<file path="src/modem_handshake_consts.vh">
// Purpose: shared constants for the modem handshake control block
// Assumes: 125 MHz device clock
// Notes: answer timeout counts are derived from the time in seconds
`ifndef MODEM_HANDSHAKE_CONSTS_VH
`define MODEM_HANDSHAKE_CONSTS_VH

// ----------------------------------------
// timing
// ----------------------------------------
`define CLK_HZ 125000000
`define ANSWER_TIMEOUT_S 10
`define ANSWER_TIMEOUT_CYC (`ANSWER_TIMEOUT_S * `CLK_HZ)
`define MAX_BIT_RATE 9600

// ----------------------------------------
// rate select codes (bit rate selection switch)
// ----------------------------------------
`define RATE_SEL_W 3
`define RATE_SEL_MAX 3'h6

`endif

</file>
<file path="src/modem_handshake_control.v">
// Purpose: modem handshake control for the asynchronous serial port
// Assumes: modem status pins are asynchronous and are synchronised here
// Notes: the transmitter and receiver are outside; this block only gates them
`timescale 1ns/1ps
`include "modem_handshake_consts.vh"

// What this block does
// - full duplex keeps request to send asserted
// - half duplex: request to send follows permission
// - no character starts without clear to send
// - clear to send loss pauses sending
// - terminal ready high except during hang-up
// - no transfer while data set ready off
// - receive accepted only with carrier present
// - full duplex also needs carrier to send
// - handshake used when option switch on or in half duplex
// - bit rate selections above 9600 refused
// - half duplex always uses the handshake
// - data set ready starts answer timer
// - timeout drops terminal ready until set-ready off
// - carrier loss restarts timer, hangs up if carrier stays off
module modem_handshake_control
#(
  parameter ANSWER_TIMEOUT_CYCLES = `ANSWER_TIMEOUT_CYC
)
(
  input wire clk_i,
  input wire reset_i,
  input wire half_duplex_i,
  input wire handshake_switch_i,
  input wire tx_permit_i,
  input wire [2:0] rate_sel_i,
  input wire cts_i,
  input wire dsr_i,
  input wire dcd_i,
  output reg rts_o,
  output reg dtr_o,
  output reg tx_char_start_en_o,
  output reg tx_hold_o,
  output reg rx_accept_o,
  output reg [2:0] rate_sel_o,
  output reg rate_refused_o,
  output reg connected_o
);

  // ----------------------------------------
  // synchronisers for modem status pins
  // ----------------------------------------
  reg [2:0] stat_meta_reg; // first stage, read only by second stage
  reg [2:0] stat_sync_reg; // {cts, dsr, dcd} safe to use

  // synchronised option straps, they are also pins
  reg [1:0] opt_meta_reg;
  reg [1:0] opt_sync_reg; // {half_duplex, handshake}

  // call state and answer timer
  reg [1:0] call_reg;
  reg [1:0] call_next;
  reg [31:0] timer_reg;
  reg [31:0] timer_next;

  wire cts_s;
  wire dsr_s;
  wire dcd_s;
  wire half_s;
  wire hs_on;
  wire cts_eff;
  wire dsr_eff;
  wire dcd_eff;
  wire timer_done;

  // call states, binary coded
  localparam [1:0] CALL_IDLE = 2'h0; // waiting for the modem to answer a ring
  localparam [1:0] CALL_WAIT_CARRIER = 2'h1; // answered, answer timer running
  localparam [1:0] CALL_CONNECTED = 2'h2; // carrier present, traffic allowed
  localparam [1:0] CALL_HANGUP = 2'h3; // terminal ready dropped to free the line

  // transmit path gate, shared by the start enable and the pause so they never disagree
  function tx_path_open;
    input cts_v;
    input dsr_v;
    input dcd_v;
    input half_v;
    begin
      tx_path_open = cts_v & dsr_v & (half_v | dcd_v);
    end
  endfunction

  // two flip-flops before any logic looks at a modem status or option strap pin
  always @(posedge clk_i)
  begin
    if (reset_i)
    begin
      stat_meta_reg <= 3'h0;
      stat_sync_reg <= 3'h0;
      opt_meta_reg <= 2'h0;
      opt_sync_reg <= 2'h0;
    end
    else
    begin
      stat_meta_reg <= {cts_i, dsr_i, dcd_i};
      stat_sync_reg <= stat_meta_reg;
      opt_meta_reg <= {half_duplex_i, handshake_switch_i};
      opt_sync_reg <= opt_meta_reg;
    end
  end

  assign cts_s = stat_sync_reg[2];
  assign dsr_s = stat_sync_reg[1];
  assign dcd_s = stat_sync_reg[0];
  assign half_s = opt_sync_reg[1];

  // ----------------------------------------
  // effective handshake view
  // ----------------------------------------
  // half duplex forces the handshake even with the switch off
  assign hs_on = opt_sync_reg[0] | half_s;
  // with the handshake off the pins read as permanently asserted
  assign cts_eff = hs_on ? cts_s : 1'b1;
  assign dsr_eff = hs_on ? dsr_s : 1'b1;
  // set ready starts a call and carrier marks it connected; handshake off reads carrier as present
  assign dcd_eff = hs_on ? dcd_s : 1'b1;

  assign timer_done = (timer_reg == 32'h0);

  // ----------------------------------------
  // call sequencing: answer, connected, hang-up
  // ----------------------------------------
  always @*
  begin
    call_next = call_reg;
    timer_next = timer_reg;
    if (timer_reg != 32'h0)
    begin
      timer_next = timer_reg - 32'h1;
    end
    case (call_reg)
      CALL_IDLE:
      begin
        // modem answered a ring: start waiting for carrier
        if (dsr_eff)
        begin
          call_next = CALL_WAIT_CARRIER;
          timer_next = ANSWER_TIMEOUT_CYCLES[31:0];
        end
      end
      CALL_WAIT_CARRIER:
      begin
        if (!dsr_eff)
        begin
          call_next = CALL_IDLE; // caller gave up first
        end
        else if (dcd_eff)
        begin
          call_next = CALL_CONNECTED;
        end
        else if (timer_done)
        begin
          call_next = CALL_HANGUP;
        end
      end
      CALL_CONNECTED:
      begin
        if (!dsr_eff)
        begin
          call_next = CALL_IDLE;
        end
        else if (!dcd_eff)
        begin
          // lost carrier gets a fresh full timeout to come back
          call_next = CALL_WAIT_CARRIER;
          timer_next = ANSWER_TIMEOUT_CYCLES[31:0];
        end
      end
      CALL_HANGUP:
      begin
        // stay on-hook request until the modem reports hang-up done
        if (!dsr_eff)
        begin
          call_next = CALL_IDLE;
        end
      end
      default:
      begin
        call_next = CALL_IDLE;
      end
    endcase
  end

  // state registers
  always @(posedge clk_i)
  begin
    if (reset_i)
    begin
      call_reg <= CALL_IDLE;
      timer_reg <= 32'h0;
    end
    else
    begin
      call_reg <= call_next;
      timer_reg <= timer_next;
    end
  end

  // ----------------------------------------
  // registered outputs
  // ----------------------------------------
  // outputs lag their inputs by one cycle; dtr_o and connected_o decode call_next, so they change with the state, fine at serial bit rates
  always @(posedge clk_i)
  begin
    if (reset_i)
    begin
      rts_o <= 1'b0;
      dtr_o <= 1'b0;
      tx_char_start_en_o <= 1'b0;
      tx_hold_o <= 1'b1;
      rx_accept_o <= 1'b0;
      rate_sel_o <= 3'h0;
      rate_refused_o <= 1'b0;
      connected_o <= 1'b0;
    end
    else
    begin
      // full duplex holds it high, half duplex follows permission
      if (half_s)
      begin
        rts_o <= tx_permit_i;
      end
      else
      begin
        rts_o <= 1'b1;
      end
      // terminal ready drops only while hanging up
      dtr_o <= (call_next != CALL_HANGUP) | ~hs_on;
      // sending needs clear to send, set ready and, full duplex, carrier
      tx_char_start_en_o <= tx_path_open(cts_eff, dsr_eff, dcd_eff, half_s) &
                            (~half_s | tx_permit_i);
      // a character underway freezes whenever the same gate closes
      tx_hold_o <= ~tx_path_open(cts_eff, dsr_eff, dcd_eff, half_s);
      // receive only with set ready and carrier
      rx_accept_o <= dsr_eff & dcd_eff;
      // codes above the 9600 selection are clamped and flagged
      if (rate_sel_i > `RATE_SEL_MAX)
      begin
        rate_sel_o <= `RATE_SEL_MAX;
        rate_refused_o <= 1'b1;
      end
      else
      begin
        rate_sel_o <= rate_sel_i;
        rate_refused_o <= 1'b0;
      end
      connected_o <= (call_next == CALL_CONNECTED);
    end
  end

endmodule // modem_handshake_control

</file>
<file path="config.mk">
export PLATFORM = sky130hd
export DESIGN_NAME = modem_handshake_control
export DESIGN_NICKNAME = d
export VERILOG_FILES = /design/src/modem_handshake_control.v
export VERILOG_INCLUDE_DIRS = /design/src /design/src/src
export SDC_FILE = /design/constraint.sdc
export NUM_CORES = 1
export LEC_CHECK = 0
export ABC_AREA = 0
export BUFFER_PORTS_ARGS = -buffer_cell sky130_fd_sc_hd__buf_2
export CAP_MARGIN = 20
export CELL_PAD_IN_SITES_DETAIL_PLACEMENT = 1
export CELL_PAD_IN_SITES_GLOBAL_PLACEMENT = 1
export CORE_UTILIZATION = 45
export DETAILED_ROUTE_END_ITERATION = 12
export PLACE_DENSITY_LB_ADDON = 0.3
export SLEW_MARGIN = 20
export SYNTH_ARGS = -nofsm -noshare
export SYNTH_HDL_FRONTEND = slang
export SYNTH_SLANG_ARGS = --single-unit
</file>
<file path="constraint.sdc">
create_clock -name clk_i -period 2.3 [get_ports clk_i]
set_input_delay 0.23 -clock clk_i [delete_from_list [all_inputs] [get_ports clk_i]]
set_output_delay 0.23 -clock clk_i [all_outputs]
set_load 0.02 [all_outputs]
</file>
==> flow_summary_export.csv, run 1 <==
group,metric,value,unit
outcome,status,"finished clean",
cts,clkTransAtPathRegs,0.10,ns
logic_synthesis,synth_area,2327,um2
timing,hold_violations,0,
logic_synthesis,synthCells,247,
grt,grt_use_total,21.94,%
route,dr.first_iter.drc_count,73,
grt,grt_max_degree,19,
cts,cts.sinks,54,
power_and_ir_drop,p_seq_share,44.9,%
run,cap_violations,0,
final_layout,stdcell_count,349,
route,ant_nets,0,
route,num_vias,1932,
setup_path,path_cells,"buf_4 > nor4_2 > nand3_1 > a2111oi_1 > xnor2_1 > a21oi_1",
route,drc,0,
logic_synthesis,synthDistinctLibCells,50,
grt,grt_pass1_vias,1960,
power_and_ir_drop,peakVddDrop,474.4,uV
route,wl,5581,um
cts,postCtsSetupBuffers,0,
die,die_area,5463,um2
grt,antenna_found_initial,0,
logic_synthesis,yosysSeqAreaShare,46.45,%
logic_synthesis,synth.avg_cell_area,9.422,um2
die,initial_utilization,48.00,%
logic_synthesis,yosysWarnings,0,
power_and_ir_drop,power_frac_clock,25.9,%
cts,cts_root_buffer,"clkbuf_8",
logic_synthesis,synth-edff-count,0,
setup_path,path_max_fanout,6,
cts,clk_path_buf_depth,2,
final_layout,fin_area,2734,um2
min_path,hp-class,"input port to flop",
route,wl_per_cell,15.99,um
cts,insertion_delay,0.31,ns
cts,htreeDepth,2,
power_and_ir_drop,internal_power,1.675,mW
timing,setup-violations-final,0,
timing,fin_crit,2.208,ns
logic_synthesis,synth_flop_cell,"dfxtp_1",
cts,cts_buffers,5,
logic_synthesis,synth_seq_cells,54,
timing,rsz0062_at_grt,"true",
timing,relSlewSlack,52.42,%
final_layout,area_delta_synth_final,17.47,%
setup_path,crit_arrival,2.39,ns
timing,drv_slew,0,
final_layout,drive_gt1_share,21.63,%
grt,grt_pass1_wl,9080,um
timing,fin_crit_sh,96.00,%
die,num_io_pins,21,
placed_design,io_buffers,20,
setup_path,required,2.48,ns
power_and_ir_drop,power_frac_comb,29.2,%
power_and_ir_drop,p_sw,0.8257,mW
placed_design,hpwl,4039,um
logic_synthesis,synth_nets,259,
final_layout,nFillCells,576,
power_and_ir_drop,p_leak,1.031,nW
die,core_area,4848,um2
timing,finalClockSkew,0.004931,ns
setup_path,startpoint_type,"flop",
power_and_ir_drop,swShare,33.02,%
timing,tightest_slew,0.7095,ns
timing,fmax,452.9,MHz
power_and_ir_drop,power_density,914.7,nW/um2
setup_path,critPathKind,"flop to flop",
die,die_y,73.92,um
die,num_rows,25,
final_layout,n_antenna_cell,0,
route,first_pass_iters,4,
die,die_x,73.92,um
placed_design,placedCellCount,341,
final_layout,nets,293,
setup_path,cp_slowest_cell,"a2111oi_1",
setup_path,cpPeakStageDelay,0.57,ns
timing,whs,0.1052,ns
power_and_ir_drop,total_power,2.501,mW
cts,tritoncts,"done",
setup_path,critPathCaptureType,"flop",
grt,gr-total-overflow,0,
route,vias_per_cell,5.536,
cts,postCtsHoldBufs,0,
final_layout,final_util,56.39,%
placed_design,gp_congestion,0.8437,
logic_synthesis,async_reset_ff_share,0,%
final_layout,largest_reg_flops,32,
cts,cts-resized-gates,0,
placed_design,placed_cell_area,2596,um2
synth_stat cells, types with 2 or more instances:
cell type | n | area share [%]
dfxtp_1 | 54 | 46
nor2_1 | 28 | 4.5
xnor2_1 | 19 | 7.2
a21oi_1 | 15 | 3.2
nor2b_1 | 14 | 3.8
nand2_1 | 11 | 1.8
clkbuf_1 | 8 | 1.3
nor3_1 | 8 | 1.7
or3_1 | 7 | 1.9
a211oi_1 | 6 | 1.9
nor4_1 | 6 | 1.6
a311oi_1 | 5 | 1.9
a31oi_1 | 5 | 1.3
a2111oi_0 | 4 | 1.5
inv_1 | 4 | 0.64
nand2b_1 | 4 | 1.1
and2_1 | 3 | 0.81
nand3_1 | 3 | 0.64
nor4_2 | 3 | 1.6
o21ai_0 | 3 | 0.64
or2_2 | 3 | 0.81
a211o_1 | 2 | 0.75
and4_1 | 2 | 0.75
nand3_2 | 2 | 0.86
o21bai_1 | 2 | 0.64
or4_4 | 2 | 0.97
placed cells by master, fill, tap and decap left out, drive strengths merged, types with 2 or more instances in the layout:
master    instances
and2              3
nor2             28
nand2            11
o21bai            2
a311oi            5
nor2b            14
a2111oi           5
a31oi             5
a21oi            15
inv               4
a211oi            6
nor3              8
clkbuf            5
or3               7
dfxtp            54
or2               3
nor4             10
clkinvlp          2
a211o             2
o21ai             3
or4               3
buf              36
nand2b            4
xnor2            19
and4              2
nand3             5
per-stage QoR:
step	setup TNS (ns)	worst slack [ns]
final	0	0.09202
after global routing	-0.03149	-0.03149
after CTS	0	0.004598
after detailed placement	0	0.01629
after global placement	0	0.1617
after floorplan	0	0.2551
critical path: cells and delay by family (launching register included):
family          cells  cell delay [ns]
buf+inv             1             0.14
simple gates        2             0.75
xor+xnor            1             0.18
flops               1             0.33
compound gates      2             0.67
layout make-up:
class / count / area, um2 / share of cell area [%]
Inverter: 4 / 15.01 / 0.5492
Tap cell: 67 / 83.83 / 3.066
Clock buffer: 5 / 68.82 / 2.517
Clock inverter: 3 / 45.04 / 1.648
Sequential cell: 54 / 1081 / 39.54
Multi-Input combinational cell: 180 / 1220 / 44.62
Timing Repair Buffer: 36 / 220.2 / 8.055
path summary, 6_finish.rpt:
path	endpoint	slack [ns]	cells after the start	from
worst min-delay path	rate_sel_o[0]	0.11	2	rate_sel_i[2]
worst max-delay path	timer_reg[23]	0.09	6	timer_reg[0]
worst min register to register	opt_sync_reg[1]	0.45	1	opt_meta_reg[1]
worst max register to register	timer_reg[23]	0.09	6	timer_reg[0]
per-layer routing:
metal	vias up	global-route usage [%]	share of wire, %
met2	25	36.46	48
li1	961	-	-
met5	-	0	0
met3	10	5.487	3.1
met1	936	27.97	47
met4	0	6.624	1.4
power groups by stage:
stage	clock (mW)	sequential, mW	combinational (mW)
6_report	0.649	1.12	0.730
5_1_grt	0.703	1.13	0.801
4_1_cts	0.660	1.12	0.718
3_5_place_dp	0	1.14	0.710
3_3_place_gp	0	1.13	0.684
2_1_floorplan	0	1.13	0.471
kinds of logic (layout without fill, tap and decap cells):
logic type / count (synthesis) / count (layout) / synth area share (%)
fa+ha+maj: 1 / 1 / 0.5375
buf+inv: 13 / 48 / 2.150
simple gates: 105 / 105 / 26.94
xor+xnor: 20 / 20 / 7.527
mux: 1 / 1 / 0.4301
compound gates: 53 / 53 / 15.97
flops: 54 / 54 / 46.45
No activity file was read; power rests on OpenSTA's default activity.
==> run 2, diff against run 1 <==
CTS_BUF_LIST = sky130_fd_sc_hd__clkbuf_8   (was unset)
SETUP_SLACK_MARGIN = 0.3   (was unset)
==> flow_summary_export.csv, run 2 (same netlist as run 1, synthesis figures left out) <==
group,metric,value,unit
final_layout,final_util,62.14,%
setup_path,path_max_fanout,5,
final_layout,largest_reg_flops,32,
setup_path,cpLargestDelayFamily,"simple AND/OR/NAND/NOR gates",
setup_path,r2r-end,"timer_reg[30]",
cts,cts_buffers,5,
grt,antenna_found_initial,0,
timing,tns,0,ns
power_and_ir_drop,swShare,34.29,%
placed_design,io_buffers,20,
power_and_ir_drop,p_seq_share,42.1,%
min_path,hp-class,"input port to flop",
cts,htreeDepth,2,
timing,whs,0.1138,ns
grt,grt_pass1_wl,10710,um
power_and_ir_drop,power_frac_comb,34.7,%
final_layout,n_antenna_cell,0,
setup_path,reg2regPathDepth,5,
grt,gr-total-overflow,0,
cts,insertion_delay,0.31,ns
timing,rsz0062_at_grt,"true",
die,die_area,5463,um2
final_layout,nets,307,
timing,setup-violations-final,0,
grt,grt_max_degree,30,
power_and_ir_drop,power_density,911.1,nW/um2
route,vias_per_cell,5.755,
run,cap_violations,0,
power_and_ir_drop,p_sw,0.9413,mW
route,dr.first_iter.drc_count,77,
grt,grt_pass1_vias,2177,
power_and_ir_drop,p_leak,1.141,nW
timing,relSlewSlack,49.15,%
die,die_y,73.92,um
final_layout,area_delta_synth_final,29.46,%
timing,fmax,485.0,MHz
setup_path,critPathLaunch,"timer_reg[15]",
setup_path,critPathCaptureType,"flop",
setup_path,critPathKind,"flop to flop",
route,first_pass_iters,4,
cts,tritoncts,"done",
setup_path,path_cells,"nor4_4 > nand2_2 > or4_4 > or3_4 > a31oi_2",
die,core_area,4848,um2
power_and_ir_drop,power_frac_clock,23.1,%
final_layout,drive_gt1_share,34.80,%
placed_design,hpwl,4026,um
cts,clkTransAtPathRegs,0.10,ns
final_layout,final_cell_mix,"43 x dfxtp_1, 28 x nor2_1, 27 x buf_4",
die,initial_utilization,48.00,%
final_layout,fin_area,3013,um2
power_and_ir_drop,peakVddDrop,478.8,uV
cts,postCtsHoldBufs,0,
setup_path,cpPeakStageDelay,0.58,ns
placed_design,gp_congestion,0.8213,
route,num_vias,2089,
setup_path,startpoint_type,"flop",
timing,finalClockSkew,0.005452,ns
timing,hold_violations,0,
route,wl_per_cell,18.85,um
die,die_x,73.92,um
final_layout,final_common_cell,"dfxtp_1",
setup_path,cp_slowest_cell,"or4_4",
setup_path,crit_end,"timer_reg[30]",
timing,tightest_slew,0.7581,ns
grt,grt_use_total,26.09,%
die,num_io_pins,21,
outcome,status,"finished clean",
min_path,hold_path_depth,2,
placed_design,placedCellCount,336,
setup_path,crit_buf_inv,0,
placed_design,placed_cell_area,2579,um2
cts,cts_root_buffer,"clkbuf_8",
setup_path,crit_arrival,2.30,ns
route,ant_nets,0,
cts,clk_path_buf_depth,2,
route,drc,0,
final_layout,stdcell_count,363,
route,wl,6843,um
setup_path,required,2.53,ns
die,num_rows,25,
timing,drv_slew,0,
timing,fin_crit_sh,89.65,%
final_layout,nFillCells,527,
setup_path,worstSetupPathDepth,5,
cts,cts.sinks,54,
power_and_ir_drop,internal_power,1.804,mW
setup_path,reg2reg_from,"timer_reg[15]",
setup_path,timing.reg2reg.setup_slack,0.24,ns
timing,fin_crit,2.062,ns
[run 2: changes by cell type in the layout (fill, tap and decap cells not counted), sizes merged]
| cell | before | now |
|---|---|---|
| buf | 36 | 50 |
| clkinvlp | 2 | 1 |
| inv | 4 | 5 |
[run 2: worst min path at each step]
stage,start,endpoint,slack [ns]
6_report,rate_sel_i[2],rate_sel_o[0],0.11
5_1_grt,rate_sel_i[1],rate_sel_o[0],0.12
4_1_cts,rate_sel_i[2],rate_sel_o[0],0.11
3_5_place_dp,stat_meta_reg[2],stat_sync_reg[2],0.43
3_3_place_gp,stat_meta_reg[0],stat_sync_reg[0],0.42
2_1_floorplan,rate_sel_i[2],rate_sel_o[0],0.32
[run 2: worst register-to-register path, delay by kind of cell, from the launching register on]
kind	cells	cell delay [ns]
flip-flops	1	0.38
AO/OA/AOI/OAI	1	0.16
AND/OR/NAND/NOR	4	1.46
[run 2: power by group through the flow]
stage	Combinational (mW)	Clock, mW	Sequential (mW)
after floorplan	0.483	0	1.14
after global placement	0.668	0	1.14
after detailed placement	0.693	0	1.15
after CTS	0.862	0.637	1.14
after global routing	1.03	0.677	1.17
final	0.954	0.635	1.16
[run 2: cell type report]
type                       instances  area (um2)  area share, %
clock buffer                       5       68.82          2.284
clock inverter                     3       41.29          1.370
inverter                           4       15.01         0.4983
multi-input combinational        180        1370          45.47
sequential                        54        1097          36.42
tap                               67       83.83          2.782
timing repair buffer              50       336.6          11.17
[run 2: metrics by stage]
stage / total power [mW] / setup WS, ns
6_report: 2.745 / 0.2381
3_5_place_dp: 1.842 / 0.09209
2_1_floorplan: 1.624 / 0.3001
3_3_place_gp: 1.812 / 0.2047
4_1_cts: 2.639 / 0.2399
5_1_grt: 2.877 / 0.1505
[run 2: layer usage]
metal	GRT usage [%]	share of wire (%)	routed length (um)	up-vias
li1	-	-	-	992
met1	31.13	44	2985	1047
met2	46.26	52	3559	32
met3	5.075	2.1	145	18
met4	9.402	2.2	153	0
met5	0	0	0	-
[run 2: timing repair]
action                     in CTS  in global routing
cloned                          1                  0
gates resized for setup        28                 20
buffers inserted               16                  2
setup endpoints to repair      21                 26
pin swaps                      13                 13
